`config.mk`:
```
export PLATFORM = sky130hd
export DESIGN_NAME = sas_status_bank
export DESIGN_NICKNAME = d
export VERILOG_FILES = /design/src/inc/sas_pkg.sv /design/src/logic/sas_status_bank.sv /design/src/logic/sas_clk_loss.sv
export SDC_FILE = /design/constraint.sdc
export NUM_CORES = 1
export LEC_CHECK = 0
export ABC_AREA = 1
export BUFFER_PORTS_ARGS = -buffer_cell sky130_fd_sc_hd__buf_4
export CORE_MARGIN = 5
export CORE_UTILIZATION = 48
export CTS_CLUSTER_DIAMETER = 80
export DETAILED_ROUTE_END_ITERATION = 8
export PLACE_DENSITY = 0.66
export SLEW_MARGIN = 30
export SYNTH_ARGS = -nofsm -noshare
export SYNTH_HDL_FRONTEND = slang
export SYNTH_SLANG_ARGS = --single-unit
```
`constraint.sdc`:
```
create_clock -name clk_i -period 2.8 [get_ports clk_i]
set_input_delay 0.14 -clock clk_i [delete_from_list [all_inputs] [get_ports clk_i]]
set_output_delay 0.14 -clock clk_i [all_outputs]
set_load 0.05 [all_outputs]
```
`src/inc/sas_pkg.sv`:
```
// sync detect and alarm status bank: shared offsets, fields and timing
// assumes one 25 MHz clock; event inputs already on that clock
package sas_pkg;

  localparam int NUM_BANKS = 4;
  localparam int ADDR_W    = 12;
  localparam int DATA_W    = 8;
  localparam int CTRL_W    = 3;

  // register offsets
  localparam logic [ADDR_W-1:0] OFS_SYNC_DETECT   = 12'h800;
  localparam logic [ADDR_W-1:0] OFS_FIFO_LEVEL    = 12'h820;
  localparam logic [ADDR_W-1:0] OFS_LINK_STROBE   = 12'h821;
  localparam logic [ADDR_W-1:0] OFS_SYSTEM_ALIGN  = 12'h822;
  localparam logic [ADDR_W-1:0] OFS_ALIGN_CTRL    = 12'h830;
  localparam logic [ADDR_W-1:0] OFS_BANK_CONFIG   = 12'h831;
  localparam logic [ADDR_W-1:0] OFS_IRQ_MASK_SYNC = 12'h840;
  localparam logic [ADDR_W-1:0] OFS_IRQ_MASK_FIFO = 12'h841;
  localparam logic [ADDR_W-1:0] OFS_IRQ_MASK_LINK = 12'h842;
  localparam logic [ADDR_W-1:0] OFS_IRQ_MASK_SYS  = 12'h843;

  // field positions
  localparam int MARKER_LSB     = 4;  // sync_detect_flags[7:4]
  localparam int SYSREF_BIT     = 0;
  localparam int LOW_LSB        = 4;  // fifo_level_alarms[7:4]
  localparam int HIGH_LSB       = 0;  // fifo_level_alarms[3:0]
  localparam int CLKLOSS_LSB    = 4;  // link_clock_strobe_alarms[7:4]
  localparam int MISPLACED_LSB  = 0;  // link_clock_strobe_alarms[3:0]
  localparam int TRIG_BIT       = 2;
  localparam int MISALIGN_BIT   = 1;
  localparam int REALIGN_BIT    = 0;
  localparam int CTRL_MARKER_AL = 0;  // marker alignment control
  localparam int CTRL_SYSREF_AL = 1;  // sysref_align_enable
  localparam int CTRL_LOCK      = 2;  // marker_position_lock
  localparam int BANK_USE_LSB   = 4;  // bank configured for use
  localparam int FIFO_EN_LSB    = 0;  // bank fifo enabled

  // plain read/write reserved bits and write-one-to-clear bits
  localparam logic [DATA_W-1:0] SYNC_RSVD_MASK = 8'h0e;
  localparam logic [DATA_W-1:0] SYNC_W1C_MASK  = 8'hf1;
  localparam logic [DATA_W-1:0] SYS_RSVD_MASK  = 8'hf8;
  localparam logic [DATA_W-1:0] SYS_W1C_MASK   = 8'h07;
  localparam logic [DATA_W-1:0] REG_RESET      = 8'h00;

  // clock-loss window: eight link periods, half of their edges
  localparam int CLK_PERIOD_NS  = 40;
  localparam int LINK_PERIOD_NS = 400;
  localparam int LOSS_PERIODS   = 8;
  localparam int LOSS_WIN_CYC   = (LOSS_PERIODS * LINK_PERIOD_NS) / CLK_PERIOD_NS;
  localparam int CNT_W          = 8;
  localparam logic [CNT_W-1:0] LOSS_WIN_LAST  = CNT_W'(LOSS_WIN_CYC - 1);
  localparam logic [CNT_W-1:0] LOSS_MAX_EDGES = CNT_W'(LOSS_PERIODS);

endpackage

```
`src/logic/sas_status_bank.sv`:
```
// sync detect and alarm status registers with interrupt
// assumes event inputs are one-cycle pulses on clk_i, link clocks come from pins
import sas_pkg::*;

// Behaviour
// [RQ1] bank strobe sets its marker seen flag
// [RQ2] marker alignment rising edge clears marker flags
// [RQ3] sysref event sets sysref seen flag
// [RQ4] sysref_align_enable rising edge clears sysref flag
// [RQ5] write one clears flag, later events reset
// [RQ6] fifo alarms only on input data change
// [RQ7] enabled fifo almost empty sets low alarm
// [RQ8] enabled fifo almost full sets high alarm
// [RQ9] used bank without clock sets loss alarm
// [RQ10] detect loss at half edges missed
// [RQ11] misplaced strobe sets bank misplaced alarm
// [RQ12] unlocked misplaced strobe realigns bank fifo input
// [RQ13] trigger divider realign sets alarm bit 2
// [RQ14] sysref period multiple of trigger period
// [RQ15] misaligned sysref without enable sets bit 1
// [RQ16] sysref or strobe realign sets bit 0
// [RQ17] alarm holds until one written there
// [RQ18] zero write keeps; event beats clear
module sas_status_bank
  import sas_pkg::*;
(
  input  wire logic                 clk_i,
  input  wire logic                 nrst_i,
  input  wire logic [ADDR_W-1:0]    addr_i,
  input  wire logic [DATA_W-1:0]    wr_data_i,
  input  wire logic                 wr_i,
  input  wire logic                 rd_i,
  input  wire logic [NUM_BANKS-1:0] marker_strobe_i,
  input  wire logic [NUM_BANKS-1:0] marker_misplaced_i,
  input  wire logic [NUM_BANKS-1:0] data_change_i,
  input  wire logic [NUM_BANKS-1:0] buffer_almost_empty_i,
  input  wire logic [NUM_BANKS-1:0] buffer_almost_full_i,
  input  wire logic [NUM_BANKS-1:0] bank_clk_i,
  input  wire logic                 sysref_event_i,
  input  wire logic                 sysref_wrong_align_i,
  input  wire logic                 trigger_divider_realign_i,
  output logic [DATA_W-1:0]         rd_data_o,
  output logic                      irq_o,
  output logic [NUM_BANKS-1:0]      fifo_realign_o,
  output logic                      clocks_realign_o
);

  typedef struct packed {
    logic [DATA_W-1:0]              sync_detect_flags;
    logic [DATA_W-1:0]              fifo_level_alarms;
    logic [DATA_W-1:0]              link_clock_strobe_alarms;
    logic [DATA_W-1:0]              system_alignment_alarms;
    logic [CTRL_W-1:0]              ctrl;
    logic [CTRL_W-1:0]              ctrl_prev;
    logic [DATA_W-1:0]              bank_config;
    logic [3:0][DATA_W-1:0]         irq_mask;
    logic [DATA_W-1:0]              rd_data;
    logic                           irq;
    logic [NUM_BANKS-1:0]           fifo_realign;
    logic                           clocks_realign;
  } sas_state_type;

  sas_state_type st_q;
  sas_state_type st_d;

  logic [NUM_BANKS-1:0] low_set;
  logic [NUM_BANKS-1:0] high_set;
  logic [NUM_BANKS-1:0] loss_set;
  logic [NUM_BANKS-1:0] realign_req;

  genvar b;
  generate
    for (b = 0; b < NUM_BANKS; b++) begin : g_bank
      // held data never moves the fifo level, so only transitions count
      assign low_set[b]  = st_q.bank_config[FIFO_EN_LSB+b] & data_change_i[b]
                         & buffer_almost_empty_i[b]; // RQ6 RQ7
      assign high_set[b] = st_q.bank_config[FIFO_EN_LSB+b] & data_change_i[b]
                         & buffer_almost_full_i[b]; // RQ6 RQ8
      assign realign_req[b] = marker_misplaced_i[b] & ~st_q.ctrl[CTRL_LOCK]; // RQ12

      sas_clk_loss u_loss (
        .clk_i      (clk_i),
        .nrst_i     (nrst_i),
        .link_clk_i (bank_clk_i[b]),
        .active_i   (st_q.bank_config[BANK_USE_LSB+b]),
        .loss_o     (loss_set[b])
      ); // RQ9
    end
  endgenerate

  logic marker_align_rise;
  logic sysref_align_rise;
  logic realign_any;
  logic misalign_set;

  assign marker_align_rise = st_q.ctrl[CTRL_MARKER_AL] & ~st_q.ctrl_prev[CTRL_MARKER_AL];
  assign sysref_align_rise = st_q.ctrl[CTRL_SYSREF_AL] & ~st_q.ctrl_prev[CTRL_SYSREF_AL];
  assign misalign_set = sysref_wrong_align_i & ~st_q.ctrl[CTRL_SYSREF_AL]; // RQ15
  // a misaligned sysref realigns only when alignment is enabled
  assign realign_any = (|realign_req)
                     | (sysref_wrong_align_i & st_q.ctrl[CTRL_SYSREF_AL]); // RQ16

  always_comb begin
    st_d = st_q;
    st_d.rd_data        = '0;
    st_d.fifo_realign   = realign_req; // RQ12
    st_d.clocks_realign = realign_any;
    st_d.ctrl_prev      = st_q.ctrl;

    // software writes; clears first so that same-cycle events win
    if (wr_i) begin
      unique case (addr_i)
        OFS_SYNC_DETECT: begin
          st_d.sync_detect_flags = ((st_q.sync_detect_flags & ~wr_data_i) & SYNC_W1C_MASK)
                                 | (wr_data_i & SYNC_RSVD_MASK); // RQ5 RQ18
        end
        OFS_FIFO_LEVEL: begin
          st_d.fifo_level_alarms = st_q.fifo_level_alarms & ~wr_data_i; // RQ17
        end
        OFS_LINK_STROBE: begin
          st_d.link_clock_strobe_alarms = st_q.link_clock_strobe_alarms & ~wr_data_i; // RQ17
        end
        OFS_SYSTEM_ALIGN: begin
          st_d.system_alignment_alarms = ((st_q.system_alignment_alarms & ~wr_data_i)
                                       & SYS_W1C_MASK) | (wr_data_i & SYS_RSVD_MASK); // RQ17
        end
        OFS_ALIGN_CTRL: begin
          st_d.ctrl = wr_data_i[CTRL_W-1:0];
        end
        OFS_BANK_CONFIG: begin
          st_d.bank_config = wr_data_i;
        end
        OFS_IRQ_MASK_SYNC: begin
          st_d.irq_mask[0] = wr_data_i;
        end
        OFS_IRQ_MASK_FIFO: begin
          st_d.irq_mask[1] = wr_data_i;
        end
        OFS_IRQ_MASK_LINK: begin
          st_d.irq_mask[2] = wr_data_i;
        end
        OFS_IRQ_MASK_SYS: begin
          st_d.irq_mask[3] = wr_data_i;
        end
        default: begin
        end
      endcase
    end

    // alignment bits clear the detect flags on their rising edge
    if (marker_align_rise) begin
      st_d.sync_detect_flags[MARKER_LSB +: NUM_BANKS] = '0; // RQ2
    end
    if (sysref_align_rise) begin
      st_d.sync_detect_flags[SYSREF_BIT] = 1'b0; // RQ4
    end

    // hardware sets last: an event beats a clear in the same cycle
    st_d.sync_detect_flags[MARKER_LSB +: NUM_BANKS] =
      st_d.sync_detect_flags[MARKER_LSB +: NUM_BANKS] | marker_strobe_i; // RQ1 RQ18
    st_d.sync_detect_flags[SYSREF_BIT] =
      st_d.sync_detect_flags[SYSREF_BIT] | sysref_event_i; // RQ3 RQ18
    st_d.fifo_level_alarms[LOW_LSB +: NUM_BANKS] =
      st_d.fifo_level_alarms[LOW_LSB +: NUM_BANKS] | low_set; // RQ7
    st_d.fifo_level_alarms[HIGH_LSB +: NUM_BANKS] =
      st_d.fifo_level_alarms[HIGH_LSB +: NUM_BANKS] | high_set; // RQ8
    st_d.link_clock_strobe_alarms[CLKLOSS_LSB +: NUM_BANKS] =
      st_d.link_clock_strobe_alarms[CLKLOSS_LSB +: NUM_BANKS] | loss_set; // RQ9
    st_d.link_clock_strobe_alarms[MISPLACED_LSB +: NUM_BANKS] =
      st_d.link_clock_strobe_alarms[MISPLACED_LSB +: NUM_BANKS] | marker_misplaced_i; // RQ11
    st_d.system_alignment_alarms[TRIG_BIT] =
      st_d.system_alignment_alarms[TRIG_BIT] | trigger_divider_realign_i; // RQ13
    st_d.system_alignment_alarms[MISALIGN_BIT] =
      st_d.system_alignment_alarms[MISALIGN_BIT] | misalign_set; // RQ15
    st_d.system_alignment_alarms[REALIGN_BIT] =
      st_d.system_alignment_alarms[REALIGN_BIT] | realign_any; // RQ16

    // mask bit high lets the status bit through
    // irq_mask[3] is the top byte, so the system alarms lead the concatenation
    st_d.irq = |({st_d.system_alignment_alarms & SYS_W1C_MASK,
                  st_d.link_clock_strobe_alarms,
                  st_d.fifo_level_alarms,
                  st_d.sync_detect_flags & SYNC_W1C_MASK} & st_d.irq_mask);

    // read data shows the pre-write value, in the next cycle only
    if (rd_i) begin
      unique case (addr_i)
        OFS_SYNC_DETECT:   st_d.rd_data = st_q.sync_detect_flags;
        OFS_FIFO_LEVEL:    st_d.rd_data = st_q.fifo_level_alarms;
        OFS_LINK_STROBE:   st_d.rd_data = st_q.link_clock_strobe_alarms;
        OFS_SYSTEM_ALIGN:  st_d.rd_data = st_q.system_alignment_alarms;
        OFS_ALIGN_CTRL:    st_d.rd_data = {{(DATA_W-CTRL_W){1'b0}}, st_q.ctrl};
        OFS_BANK_CONFIG:   st_d.rd_data = st_q.bank_config;
        OFS_IRQ_MASK_SYNC: st_d.rd_data = st_q.irq_mask[0];
        OFS_IRQ_MASK_FIFO: st_d.rd_data = st_q.irq_mask[1];
        OFS_IRQ_MASK_LINK: st_d.rd_data = st_q.irq_mask[2];
        OFS_IRQ_MASK_SYS:  st_d.rd_data = st_q.irq_mask[3];
        default:           st_d.rd_data = '0;
      endcase
    end
  end

  always_ff @(posedge clk_i or negedge nrst_i) begin
    if (!nrst_i) begin
      st_q <= '0;
    end else begin
      st_q <= st_d;
    end
  end

  assign rd_data_o        = st_q.rd_data;
  assign irq_o            = st_q.irq;
  assign fifo_realign_o   = st_q.fifo_realign;
  assign clocks_realign_o = st_q.clocks_realign;

  logic wr_sync_clear;
  assign wr_sync_clear = wr_i && (addr_i == OFS_SYNC_DETECT);
endmodule

```
`src/logic/sas_clk_loss.sv`:
```
// per-bank link clock activity monitor
// assumes the link clock is much slower than clk_i so its level can be sampled
module sas_clk_loss
  import sas_pkg::*;
(
  input  wire logic clk_i,
  input  wire logic nrst_i,
  input  wire logic link_clk_i,
  input  wire logic active_i,
  output logic      loss_o
);

  typedef struct packed {
    logic [2:0]       sync;
    logic             level;
    logic [CNT_W-1:0] cnt;
    logic [CNT_W-1:0] edges;
    logic             loss;
  } sas_loss_state_type;

  sas_loss_state_type st_q;
  sas_loss_state_type st_d;

  always_comb begin
    logic edge_seen;
    edge_seen = 1'b0;
    st_d = st_q;
    st_d.loss = 1'b0;
    st_d.sync = {st_q.sync[1:0], link_clk_i};
    // a change counts once the second and third stage agree
    if (st_q.sync[1] == st_q.sync[2]) begin
      st_d.level = st_q.sync[1];
    end
    edge_seen = (st_d.level != st_q.level);
    if (!active_i) begin
      st_d.cnt   = '0;
      st_d.edges = '0;
    end else if (st_q.cnt == LOSS_WIN_LAST) begin
      // half or fewer of the expected edges seen in the window
      st_d.loss  = (st_q.edges + CNT_W'(edge_seen)) <= LOSS_MAX_EDGES; // RQ10
      st_d.cnt   = '0;
      st_d.edges = '0;
    end else begin
      st_d.cnt   = st_q.cnt + 1'b1;
      st_d.edges = st_q.edges + CNT_W'(edge_seen);
    end
  end

  always_ff @(posedge clk_i or negedge nrst_i) begin
    if (!nrst_i) begin
      st_q <= '0;
    end else begin
      st_q <= st_d;
    end
  end

  assign loss_o = st_q.loss;

endmodule

```
Word-level counts from Yosys, hierarchy flattened
Cells that the tools add are included.
{ "word_totals": {"in_bits": 51, "regBits": 175, "output_inout_bits": 14, "word_cells": 154} }
{ "classes": {"magnitude_cmp": 4, "n_reduce_logical": 6, "n_eq_ne": 22, "n_addsub": 8, "mux": 35, "bitwise": 42} }
{ "ops": {"columns": ["op", "n"], "rows": [
  ["$mux 16", 8],
  ["$eq 12x12->1 const B", 10],
  ["$pmux 8 s10", 1],
  ["$mux 8", 9],
  ["$mux 35", 1],
  ["$add 8x1->8", 4],
  ["$add 8x1->8 const B", 4],
  ["$and 27x32->32", 1],
  ["$eq 8x7->1 const B", 4],
  ["$le 8x4->1 const B", 4],
  ["$mux 32", 1],
  ["$reduce_or 32->1", 1],
  ["$and 8x8->8", 3],
  ["$and 1x1->1", 20],
  ["$or 4x4->4", 5],
  ["$mux 1", 13],
  ["$not 8->8", 1],
  ["$or 3x8->8", 1],
  ["$or 8x4->8", 1],
  ["$reduce_and 2->1", 4],
  ["$or 1x1->1", 5],
  ["$eq 1x1->1", 4],
  ["$mux 4", 1],
  ["$ne 1x1->1", 4],
  ["4 further kinds", 7]
]} }

Logic depth before layout (Yosys ltp)
Gate-level depths: netlist (run 1).
{ "depth": {"word_depth": 9, "ltp_mapped": 14} }

Cells and area by module
Synthesis (run 1) repeated with hierarchy kept, for this count alone.
{ "unflattened": {"cells_unflattened": 1076, "area_unflattened_um2": 8608.3} }
{ "by_module_without_submodules": {"columns": ["module", "cells_each", "seq_area_each_um2", "area_each_um2", "instances"], "rows": [
  ["sas_status_bank", 610, 2277.2, 4743.3, 1],
  ["sas_clk_loss at g_bank[0].u_loss ...", 117, 525.5, 965.9, 3],
  ["sas_clk_loss at g_bank[2].u_loss", 115, 525.5, 967.2, 1]
]} }

Least setup slack after synthesis (run 1)
Ideal clock, no wire load.
{ "synth_path": {"kind": "register to register", "start": "reg g_bank[3].u_loss.st_q, in the netlist g_bank[3].u_loss.st_d[20]", "end": "reg g_bank[3].u_loss.st_q[7] in the netlist's numbering", "setup_slack_ns": 0.856, "required_time_ns": 2.737, "t_arrival_ns": 1.881, "synth_period_minus_slack_ns": 1.944, "stages_incl_launch_ff": 10, "setup_time_ns": 0.063, "cell_sequence": "dfrtp_1 > maj3_1 > xor2_1 > ha_1 > ha_1 > nand3_1 > nor2_1 > xnor2_1 > or2_2 > inv_1"} }
{ "synth_lines": {"columns": ["element", "line", "rtl"], "rows": [
  ["start: declaration", "sas_clk_loss.sv:21", "sas_loss_state_type st_q;"],
  ["start signal: assignment", "sas_clk_loss.sv:53", "st_q <= st_d;"]
]} }

==> results of run 1 <==
[cells in the final DEF, fill, tap and decap left out, types with 5 or more instances in the layout]
cell / instances
nor3_1: 28
xor2_1: 24
nor2_1: 97
buf_4: 70
o2111ai_1: 5
nand4_1: 31
o21ai_1: 8
dlygate4sd3_1: 23
nand2_2: 8
inv_6: 5
clkbuf_16: 17
ha_1: 12
nand2_1: 265
dfrtp_1: 175
o21ai_0: 41
a21oi_1: 20
nand3_1: 65
inv_1: 123
[power by group through the flow]
stage	Clock, mW	Combinational [mW]	Sequential (mW)
2_1_floorplan	0	0.107	2.62
3_3_place_gp	0	0.266	2.61
3_5_place_dp	0	0.269	2.62
4_1_cts	2.38	0.292	2.57
5_1_grt	2.49	0.322	2.57
6_report	2.33	0.287	2.57
[routing by layer]
layer	GRT usage	wire (um)	up-vias
li1	-	-	3285
met1	0.274	8760	3124
met2	0.331	9210	213
met3	0.0489	1310	58
met4	0.0999	826	0
met5	0	0	-
[synth_stat cells, types with 3 or more instances]
cell type	instances	share of area
nand2_1	265	0.12
dfrtp_1	175	0.53
inv_1	123	0.056
nor2_1	97	0.044
nand3_1	65	0.039
o21ai_0	41	0.025
nand4_1	31	0.023
nor3_1	28	0.017
xor2_1	24	0.025
a21oi_1	20	0.012
buf_4	13	0.012
ha_1	12	0.018
buf_2	9	0.0054
nand2_2	8	0.0060
o21ai_1	8	0.0048
clkbuf_1	6	0.0027
o2111ai_1	5	0.0053
and3_1	4	0.0030
inv_2	4	0.0018
maj3_1	4	0.0048
nor2_4	4	0.0054
or2_2	4	0.0030
xnor2_1	4	0.0042
buf_6	3	0.0041
clkinv_1	3	0.0014
nor2_2	3	0.0023
[logic make-up after synthesis]
| group | share of synthesized area |
|---|---|
| DFF | 0.529 |
| xor gates and xnor gates | 0.0296 |
| adders and majority gates | 0.0230 |
| buffers and inverters | 0.0830 |
| and+or+nand+nor | 0.278 |
| AOI/OAI and AO/OA | 0.0567 |
[final cells by class]
| class | instances | area [um^2] |
|---|---|---|
| inverters | 130 | 488 |
| well taps | 225 | 282 |
| fillers | 1598 | 7390 |
| clock buffers | 21 | 480 |
| repair buffers | 95 | 787 |
| flip-flops and latches | 175 | 4380 |
| clock inverters | 10 | 100 |
| multi-input cells | 646 | 3210 |
[per-stage QoR]
stage / util / total power [mW]
detailed placement: 0.521 / 2.88
finish: 0.568 / 5.19
global placement: 0.521 / 2.88
global route: 0.568 / 5.38
floorplan: - / 2.72
CTS: 0.568 / 5.24
[final timing paths]
kind	to	from	slack (ps)	cells after the start
max in group asynchronous	st_q[88]	nrst_i	1700	3
max reg2reg	g_bank[3].u_loss.st_q[7]	g_bank[3].u_loss.st_q[17]	760	9
min reg2reg	g_bank[3].u_loss.st_d[20]	g_bank[3].u_loss.st_d[19]	350	0
min in group asynchronous	g_bank[3].u_loss.st_d[19]	nrst_i	280	2
min	st_q[82]	buffer_almost_empty_i[2]	20	3
max	g_bank[3].u_loss.st_q[7]	g_bank[3].u_loss.st_q[17]	760	9
[state kept, by name, summed over array words and instances, names as in the netlist]
signal                flops
st_q                     74
st_d                      3
irq_o                     1
g_bank.u_loss.loss_o      4
clocks_realign_o          1
g_bank.u_loss.st_q       72
rd_data_o                 8
fifo_realign_o            4
g_bank.u_loss.st_d        8
[tightest hold or removal path, delay by kind of cell]
| family | cells | cell delay (ps) |
|---|---|---|
| buffers and inverters | 1 | 70 |
| and+or+nand+nor | 2 | 190 |
==> impl_summary.log, run 1 <==
INFO  metric die_h = 141 um
INFO  metric tritoncts_clock_tree = yes
INFO  metric power_switching_share = 0.230
INFO  metric ys_warn_count = 0
INFO  metric worst_hold_class = in2reg
INFO  metric syn_area = 8270 um^2
INFO  metric power_frac_seq = 0.495
INFO  metric run_status = complete, no violations
INFO  metric post-route-drc-count = 0
INFO  metric syn-num-nets = 1045
INFO  metric routed_wl = 20100 um
INFO  metric critical_path.cell_chain = maj3_1, xor2_1, ha_1, ha_1, nand3_1, nor2_1, xnor2_1, or2_2, inv_1
INFO  metric critical-path-max-stage-delay = 390 ps
INFO  metric detailed_place_hpwl = 14100 um
INFO  metric final.setup.tns = 0 ps
INFO  metric power.combinational.fraction = 0.055
INFO  metric postLayoutSetupSlackWorst = 757 ps
INFO  metric maxCapViolCount = 0
INFO  metric path_class = reg2reg
INFO  metric route.detailed.vias_per_inst = 5.13
INFO  metric dieArea = 20000 um^2
INFO  metric yosys.cell_types.count = 39
INFO  metric placedInstanceArea = 8910 um^2
INFO  metric timing_worst_slew_pin_value = 708 ps
INFO  metric post_cts_resized = 0
INFO  metric ys_seq_area_frac = 0.529
INFO  metric die_width = 141 um
INFO  metric syn-instance-count = 982
INFO  metric grt_setup_unrepaired = false
INFO  metric clk-insertion-delay-late = 430 ps
INFO  metric power.ir.vdd_worst = 0.000414 V
INFO  metric hold_worst_slack = 18.1 ps
INFO  metric drive_above_1_share = 0.124
INFO  metric grt_util_all_layers = 0.210
INFO  metric grt_start_max_net_pins = 75
INFO  metric timing.critical_path.fanout_max = 2
INFO  metric first_iter_violations = 527
INFO  metric tritoncts_num_sinks = 175
INFO  metric p_leak = 4.91 nW
INFO  metric postSynthAreaPerCell = 8.42 um^2
INFO  metric post-place-cells = 1248
INFO  metric wire_per_inst = 15.4 um
INFO  metric final_min_period_over_clock_period = 0.730
INFO  metric critPathTopFamily = adder cells
INFO  metric internal = 3.99 mW
INFO  metric h-tree-depth = 4
INFO  metric critical_path.endpoint_type = register
INFO  metric finalHoldViolCount = 0
INFO  metric top_level_ports = 65
INFO  metric antenna_found_initial = 0
INFO  metric io_buffers = 64
INFO  metric cts_post_setup_buffers_inserted = 0
INFO  metric layout.cell_area.non_filler = 9720 um^2
INFO  metric area_delta_synth_final = 17.5%
INFO  metric drv_slew = 0
INFO  metric fin_worst_skew = 10.8 ps
INFO  metric cp_max_delay_cell = dfrtp_1
INFO  metric first_pass_grt_wire_length = 33000 um
INFO  metric setup_viol_count_final = 0
INFO  metric slew-limit-headroom = 0.528
INFO  metric finalCriticalPeriod = 2040 ps
INFO  metric p_clk_frac = 0.450
INFO  metric cts_inserted_buffers = 17
INFO  metric initial_utilization = 0.483
INFO  metric ctsLongestPathBuffers = 2
INFO  metric ys_seq_elements = 175
INFO  metric path_common_cell = ha_1
INFO  metric cts.reportedPaths.clkPinSlew = 60 ps
INFO  metric routed-via-count = 6680
INFO  metric first_global_vias = 6606
INFO  metric design.final.nets = 1128
INFO  metric crit_path_start_kind = register
INFO  metric std_cell_rows = 48
INFO  metric postSynth.asyncResetShare = 1.00
INFO  metric fin_cells = 1302
INFO  metric cts-root-buf = clkbuf_16
INFO  metric cts-hold-fix-buffers = 23
INFO  metric place_congestion = 0.913
INFO  metric fmax = 0.490 GHz
INFO  metric crit_buf_inv = 1
INFO  metric num_antenna_cells = 0
INFO  metric postRouteAntennaNets = 0
INFO  metric power_per_cell_area = 534 nW/um^2
INFO  metric dp_slack = 729 ps
INFO  metric globalRoute.totalOverflow = 0
INFO  metric fp.coreArea = 17100 um^2
INFO  metric postSynth.topFlopCell = dfrtp_1
INFO  metric drt_pre_antenna_iters = 7
INFO  metric synth-edff-count = 0
INFO  metric worstPathArrival = 2410 ps
INFO  metric total_switching_power = 1.20 mW
INFO  metric required = 3170 ps
No activity file was read; power rests on OpenSTA's default activity.
==> inputs of run 2 (changes only) <==
--- a/config.mk
+++ b/config.mk
@@ -5,13 +5,13 @@
 export SDC_FILE = /design/constraint.sdc
 export NUM_CORES = 1
 export LEC_CHECK = 0
-export ABC_AREA = 1
+export ABC_AREA = 0
 export BUFFER_PORTS_ARGS = -buffer_cell sky130_fd_sc_hd__buf_4
 export CORE_MARGIN = 5
 export CORE_UTILIZATION = 48
 export CTS_CLUSTER_DIAMETER = 80
 export DETAILED_ROUTE_END_ITERATION = 8
-export PLACE_DENSITY = 0.66
+export PLACE_DENSITY = 0.69
 export SLEW_MARGIN = 30
 export SYNTH_ARGS = -nofsm -noshare
 export SYNTH_HDL_FRONTEND = slang
==> constraint.sdc (replaced) <==
create_clock -name clk_i -period 1.72 [get_ports clk_i]
set_input_delay 0.086 -clock clk_i [delete_from_list [all_inputs] [get_ports clk_i]]
set_output_delay 0.086 -clock clk_i [all_outputs]
set_load 0.05 [all_outputs]
==> run 2 against run 1 <==
Net effect:
- the flow now finishes with violations (negative setup slack)
- sequential share of layout area down 6.1 points
- combinational power up 120%
- wire length up 15%
- clock skew about the same
- first-iteration DRC count up 1.3%
- synthesized cell count down 27%
- setup slack worse by 1100 ps
- clock power up 63%
- core utilization up 11 points
- sequential power up 63%
==> impl_summary.log, run 2 <==
INFO  metric first_pass_grt_wire_length = 36200 um
INFO  metric layout.cell_area.non_filler = 11200 um^2
INFO  metric postRouteAntennaNets = 0
INFO  metric grt_start_max_net_pins = 50
INFO  metric syn_area = 8150 um^2
INFO  metric fin_worst_skew = 10.6 ps
INFO  metric max_flop_register = st_q
INFO  metric ys_seq_elements = 175
INFO  metric initial_utilization = 0.490
INFO  metric syn-instance-count = 715
INFO  metric worstHoldPathCells = 3
INFO  metric fin_total_pwr = 8.61 mW
INFO  metric run_status = complete, but fails checks
INFO  metric worst_hold_class = in2reg
INFO  metric worstPathArrival = 2350 ps
INFO  metric filler_cell_count = 1242
INFO  metric die_h = 140 um
INFO  metric routed-via-count = 6602
INFO  metric antenna_found_initial = 1
INFO  metric cp_max_delay_cell = or4_4
INFO  metric postLayoutSetupSlackWorst = -337 ps
INFO  metric die_width = 140 um
INFO  metric finalCriticalPeriod = 2060 ps
INFO  metric first_global_vias = 6930
INFO  metric power_per_cell_area = 766 nW/um^2
INFO  metric top_level_ports = 65
INFO  metric violations = negative setup slack
INFO  metric postSynth.asyncResetShare = 1.00
INFO  metric drt_pre_antenna_iters = 7
INFO  metric syn-num-nets = 778
INFO  metric io_buffers = 64
INFO  metric slew-limit-headroom = 0.604
INFO  metric h-tree-depth = 4
INFO  metric synth_top_cells_by_count = dfrtp_1 (175), nor2_1 (81), mux2_2 (51)
INFO  metric critical-path-max-stage-delay = 610 ps
INFO  metric fmax = 0.486 GHz
INFO  metric required = 2010 ps
INFO  metric place_congestion = 0.975
INFO  metric layout_commonest_cell = buf_4
INFO  metric postSynthAreaPerCell = 11.4 um^2
INFO  metric placedInstanceArea = 9850 um^2
INFO  metric post-route-drc-count = 0
INFO  metric globalRoute.totalOverflow = 0
INFO  metric first_iter_violations = 534
INFO  metric tritoncts_clock_tree = yes
INFO  metric path_class = in2reg
INFO  metric p_leak = 5.06 nW
INFO  metric fin_cells = 1158
INFO  metric final_core_util = 0.675
INFO  metric netlist_top_cells_area = dfrtp_1 (54%), mux2_2 (7.0%), nor2_1 (3.7%), xor2_1 (2.9%), xnor2_1 (2.7%)
INFO  metric most_used_cells_in_the_layout_excluding_fill_and_tap_cells = buf_4 (178), dfrtp_1 (175), nor2_1 (70)
INFO  metric drv_slew = 0
INFO  metric synth_top_area_cell = dfrtp_1
INFO  metric ctsLongestPathBuffers = 2
INFO  metric power.ir.vdd_worst = 0.000665 V
INFO  metric synth-edff-count = 0
INFO  metric detailed_place_hpwl = 16400 um
INFO  metric critical_path.endpoint_type = register
INFO  metric ys_warn_count = 0
INFO  metric grt_setup_unrepaired = true
INFO  metric post-place-cells = 1094
INFO  metric drive_above_1_share = 0.403
INFO  metric tritoncts_num_sinks = 175
INFO  metric finalHoldViolCount = 0
INFO  metric area_delta_synth_final = 37.9%
INFO  metric ys_seq_area_frac = 0.537
INFO  metric yosys.cell_types.count = 63
INFO  metric route.detailed.vias_per_inst = 5.70
INFO  metric grt_util_all_layers = 0.234
INFO  metric routed_wl = 23100 um
INFO  metric postSynth.topFlopCell = dfrtp_1
INFO  metric cts_inserted_buffers = 17
INFO  metric std_cell_rows = 47
INFO  metric final_min_period_over_clock_period = 1.20
INFO  metric cts.reportedPaths.clkPinSlew = 60 ps
INFO  metric clk-insertion-delay-late = 430 ps
INFO  metric critical_path.cell_chain = buf_6, or4_4, nor4_4, buf_12, mux2_4, a21boi_2, a2111oi_2, nand4_1
INFO  metric timing.critical_path.fanout_max = 7
INFO  metric number_of_cells_on_the_worst_reg_to_reg_path = 6
INFO  metric crit_path_start_kind = input pin
INFO  metric top_regs = st_q: 74 flops, g_bank.u_loss.st_q: 72 flops
INFO  metric dieArea = 19700 um^2
INFO  metric largest_register_ffs = 74
INFO  metric setup_viol_count_final = 5
INFO  metric design.final.nets = 989
INFO  metric cts-root-buf = clkbuf_16
INFO  metric netlist.area_leader.share = 0.537
INFO  metric yosys.cell_count.top_type = dfrtp_1
INFO  metric timing_worst_slew_pin_value = 589 ps
INFO  metric wire_per_inst = 19.9 um
INFO  metric maxCapViolCount = 0
INFO  metric num_antenna_cells = 0
INFO  metric fp.coreArea = 16600 um^2
==> run 2: cell types whose count changed after synthesis, moves of 17 or more <==
| cell | previous run | this run |
|---|---|---|
| nand4_1 | 31 | 10 |
| xnor2_1 | 4 | 25 |
| nand2_1 | 265 | 46 |
| inv_1 | 123 | 13 |
| mux2_2 | 0 | 51 |
| o21ai_0 | 41 | 13 |
| a222oi_1 | 0 | 19 |
| nand3_1 | 65 | 37 |
| nor3_1 | 28 | 11 |
==> run 2: path summary, 6_finish.rpt <==
path	startpoint	to	slack, ps
worst max-delay path	addr_i[9]	irq_o	-340
worst min-delay path	marker_strobe_i[2]	st_q[90]	30
worst max register to register	st_q[54]	irq_o	-220
worst min register to register	g_bank[1].u_loss.st_d[19]	g_bank[1].u_loss.st_d[20]	350
max in group asynchronous	nrst_i	g_bank[1].u_loss.st_q[7]	910
min in group asynchronous	nrst_i	g_bank[0].u_loss.st_q[7]	170
==> run 2: routing by layer <==
layer,vias up,routed length [um],GRT usage
li1,3025,-,-
met1,3256,9120,0.299
met2,260,11400,0.379
met3,59,1850,0.0733
met4,2,639,0.0775
met5,-,13,0
==> run 2: cell families (layout without fill, tap and decap cells) <==
group | after synthesis | count (layout) | share of synthesized area
AO/OA/AOI/OAI | 101 | 101 | 0.0949
XOR/XNOR | 52 | 52 | 0.0559
adder cells (fa/ha/maj) | 16 | 16 | 0.0233
buffers and inverters | 40 | 263 | 0.0252
flip-flops | 175 | 175 | 0.537
multiplexers | 51 | 51 | 0.0705
AND/OR/NAND/NOR | 280 | 280 | 0.193
==> run 2: cell type report <==
type                    instances  area (um^2)  area share
clock inverters                12          135      0.0120
inverters                      13         48.8     0.00434
multi-input cells             500         4140       0.368
clock buffers                  19          443      0.0394
flip-flops and latches        175         4380       0.390
repair buffers                219         1820       0.162
well taps                     220          275      0.0245
==> run 2: repair_timing <==
item | CTS | global route
gates cloned | 0 | 0
endpoints found under the setup margin | 18 | 30
endpoints found under the hold margin | 138 | 1
hold buffers | 23 | 1
buffers inserted | 2 | 9
pin swaps | 27 | 30
gates resized for setup | 41 | 69
==> run 2: power by group <==
| part | internal (mW) | leakage (nW) | switching (mW) | total (mW) |
|---|---|---|---|---|
| clock network | 2.18 | 0.278 | 1.61 | 3.79 |
| logic | 0.302 | 2.47 | 0.327 | 0.629 |
| registers | 4.16 | 2.32 | 0.0331 | 4.19 |
==> run 2: through the flow <==
stage          TNS [ps]  hold slack (ps)  worst slack (ps)
6_report           -603             31.8              -337
5_1_grt           -1670             14.6              -417
4_1_cts            -508             1.57              -311
3_5_place_dp     -12540             66.2              -816
3_3_place_gp     -11400             61.2              -721
2_1_floorplan     -2550             -210              -639
==> run 2: worst max-delay path: cells and delay by family <==
family,cells,cell delay (ps)
compound gates,2,580
buf+inv,2,270
mux,1,310
simple gates,3,1100
==> inputs of run 3 (changes only) <==
--- a/config.mk
+++ b/config.mk
@@ -7,7 +7,8 @@
 export LEC_CHECK = 0
 export ABC_AREA = 0
 export BUFFER_PORTS_ARGS = -buffer_cell sky130_fd_sc_hd__buf_4
-export CORE_MARGIN = 5
+export CAP_MARGIN = 40
+export CORE_MARGIN = 2
 export CORE_UTILIZATION = 48
 export CTS_CLUSTER_DIAMETER = 80
 export DETAILED_ROUTE_END_ITERATION = 8
==> run 3 against run 2 <==
Net effect:
- sequential power barely moved
- core utilization rose by 1.0 points
- wire length up 1.1%
- combinational power down 2%
- non-clock buffer count grew 18
- setup slack improved by 130 ps
- clock power up 18%
- count of clock-buffer cells in the layout is 3 higher
- the flow still finishes with violations (negative setup slack)
- sequential share of layout area is 0.45 points lower
==> impl_summary.log, run 3 (same netlist as run 2, synthesis figures left out) <==
INFO  metric total_switching_power = 1.93 mW
INFO  metric place_congestion = 0.935
INFO  metric hold_worst_slack = 28.9 ps
INFO  metric power_per_cell_area = 815 nW/um^2
INFO  metric die_h = 134 um
INFO  metric filler_cell_count = 1192
INFO  metric fmax = 0.518 GHz
INFO  metric final_min_period_over_clock_period = 1.12
INFO  metric tritoncts_clock_tree = yes
INFO  metric h-tree-depth = 4
INFO  metric power.ir.vdd_worst = 0.000653 V
INFO  metric cts-root-buf = clkbuf_16
INFO  metric timing.reg2reg.setup_slack = -150 ps
INFO  metric area_delta_synth_final = 39.5%
INFO  metric postRouteAntennaNets = 0
INFO  metric finalHoldViolCount = 0
INFO  metric regToRegStartpoint = g_bank[1].u_loss.st_q[20]
INFO  metric post-route-drc-count = 0
INFO  metric drt_pre_antenna_iters = 5
INFO  metric placedInstanceArea = 9950 um^2
INFO  metric path_class = in2reg
INFO  metric largest_register_ffs = 74
INFO  metric initial_utilization = 0.491
INFO  metric top_level_ports = 65
INFO  metric worst_hold_class = in2reg
INFO  metric crit_path_start_kind = input pin
INFO  metric die_width = 134 um
INFO  metric timing.critical_path.fanout_max = 7
INFO  metric grt_setup_unrepaired = true
INFO  metric routed_wl = 23300 um
INFO  metric cts.reportedPaths.clkPinSlew = 70 ps
INFO  metric layout.cell_area.non_filler = 11400 um^2
INFO  metric tritoncts_num_sinks = 175
INFO  metric grt_util_all_layers = 0.266
INFO  metric most_used_cells_in_the_layout_excluding_fill_and_tap_cells = buf_4 (202), dfrtp_1 (175), nor2_1 (71)
INFO  metric worstPathArrival = 2220 ps
INFO  metric detailed_place_hpwl = 16600 um
INFO  metric clk-insertion-delay-late = 430 ps
INFO  metric postLayoutSetupSlackWorst = -209 ps
INFO  metric internal = 7.33 mW
INFO  metric dp_slack = -881 ps
INFO  metric io_buffers = 64
INFO  metric grt_start_max_net_pins = 41
INFO  metric ctsLongestPathBuffers = 2
INFO  metric power_switching_share = 0.209
INFO  metric required = 2010 ps
INFO  metric std_cell_rows = 47
INFO  metric timing_worst_slew_pin_value = 582 ps
INFO  metric fp.coreArea = 16600 um^2
INFO  metric hold_path_end = st_q[15]
INFO  metric worst_reg2reg_path_endpoint = g_bank[1].u_loss.loss_o
INFO  metric maxCapViolCount = 0
INFO  metric num_antenna_cells = 0
INFO  metric worst_hold_startpoint = wr_data_i[1]
INFO  metric critical_path.endpoint_type = register
INFO  metric power.combinational.fraction = 0.067
INFO  metric power_frac_seq = 0.452
INFO  metric top_regs = st_q: 74 flops, g_bank.u_loss.st_q: 72 flops
INFO  metric drv_slew = 0
INFO  metric first_pass_grt_wire_length = 36800 um
INFO  metric design.final.nets = 1007
INFO  metric setup_viol_count_final = 5
INFO  metric routed-via-count = 6859
INFO  metric finalCriticalPeriod = 1930 ps
INFO  metric p_leak = 5.17 nW
INFO  metric route.detailed.vias_per_inst = 5.83
INFO  metric max_flop_register = st_q
INFO  metric globalRoute.totalOverflow = 0
INFO  metric p_clk_frac = 0.481
INFO  metric first_global_vias = 7047
INFO  metric violations = negative setup slack
INFO  metric first_iter_violations = 807
INFO  metric slew-limit-headroom = 0.609
INFO  metric dieArea = 18000 um^2
INFO  metric layout_commonest_cell = buf_4
INFO  metric run_status = complete, but fails checks
INFO  metric cts_inserted_buffers = 17
INFO  metric drive_above_1_share = 0.397
INFO  metric wire_per_inst = 19.8 um
INFO  metric number_of_cells_on_the_worst_reg_to_reg_path = 10
INFO  metric worstHoldPathCells = 2
INFO  metric final_core_util = 0.686
INFO  metric fin_worst_skew = 5.85 ps
INFO  metric antenna_found_initial = 0
==> run 3: cell types whose count changed in the layout (fill, tap and decap cells not counted), sizes merged, moves of 2 or more <==
cell / delta
buf: +19
bufinv: +4
clkbuf: +3
clkinvlp: -3
clkinv: -2
inv: -2
==> run 3: stage by stage <==
| step | TNS (ps) | total power, mW | std cells |
|---|---|---|---|
| after floorplan | -2550 | 4.43 | 715 |
| after global placement | -9990 | 4.78 | 1113 |
| after detailed placement | -11530 | 4.79 | 1113 |
| after CTS | -342 | 9.29 | 1172 |
| after global routing | -1230 | 9.55 | 1176 |
| final | -419 | 9.26 | 1176 |
==> run 3: worst max-delay path by stage <==
stage	from	to	slack [ps]
after floorplan	addr_i[3]	irq_o	-640
after detailed placement	addr_i[3]	irq_o	-880
after global placement	addr_i[3]	irq_o	-800
after CTS	addr_i[7]	irq_o	-200
after global routing	addr_i[3]	irq_o	-300
final	addr_i[3]	irq_o	-210
==> run 3: critical path, stage by stage <==
cell	delay (ps)
buf_4	110
or4_4	610
nor4_4	290
buf_6	180
mux2_4	320
a22o_1	240
nor4b_4	270
nand4_1	110
==> run 3: area by class of cell <==
cell class	instances	area, um^2	share of cell area
Tap cell	220	275	0.0242
Clock inverter	9	203	0.0178
Clock buffer	22	484	0.0426
Multi-Input combinational cell	500	4070	0.358
Inverter	13	48.8	0.00429
Timing Repair Buffer	237	1910	0.168
Sequential cell	175	4380	0.385
==> run 3: per-layer routing <==
layer | global-route usage | share of wire | wire length, um
met5 | 0 | 0 | 0
met1 | 0.351 | 0.41 | 9660
met3 | 0.0435 | 0.063 | 1460
met2 | 0.433 | 0.49 | 11400
met4 | 0.119 | 0.032 | 741
==> run 3: power groups by stage <==
stage | sequential, mW | clock, mW | combinational, mW
final | 4.19 | 4.46 | 0.617
after global routing | 4.19 | 4.69 | 0.670
after CTS | 4.19 | 4.52 | 0.587
after detailed placement | 4.26 | 0 | 0.533
after global placement | 4.26 | 0 | 0.520
after floorplan | 4.26 | 0 | 0.172
==> run 3: timing repair <==
item / in CTS / in global routing
hold buffers: 23 / 0
setup endpoints to repair: 14 / 27
buffers inserted: 6 / 5
hold endpoints to repair: 222 / 0
resized for setup: 34 / 59
pin swaps: 23 / 33
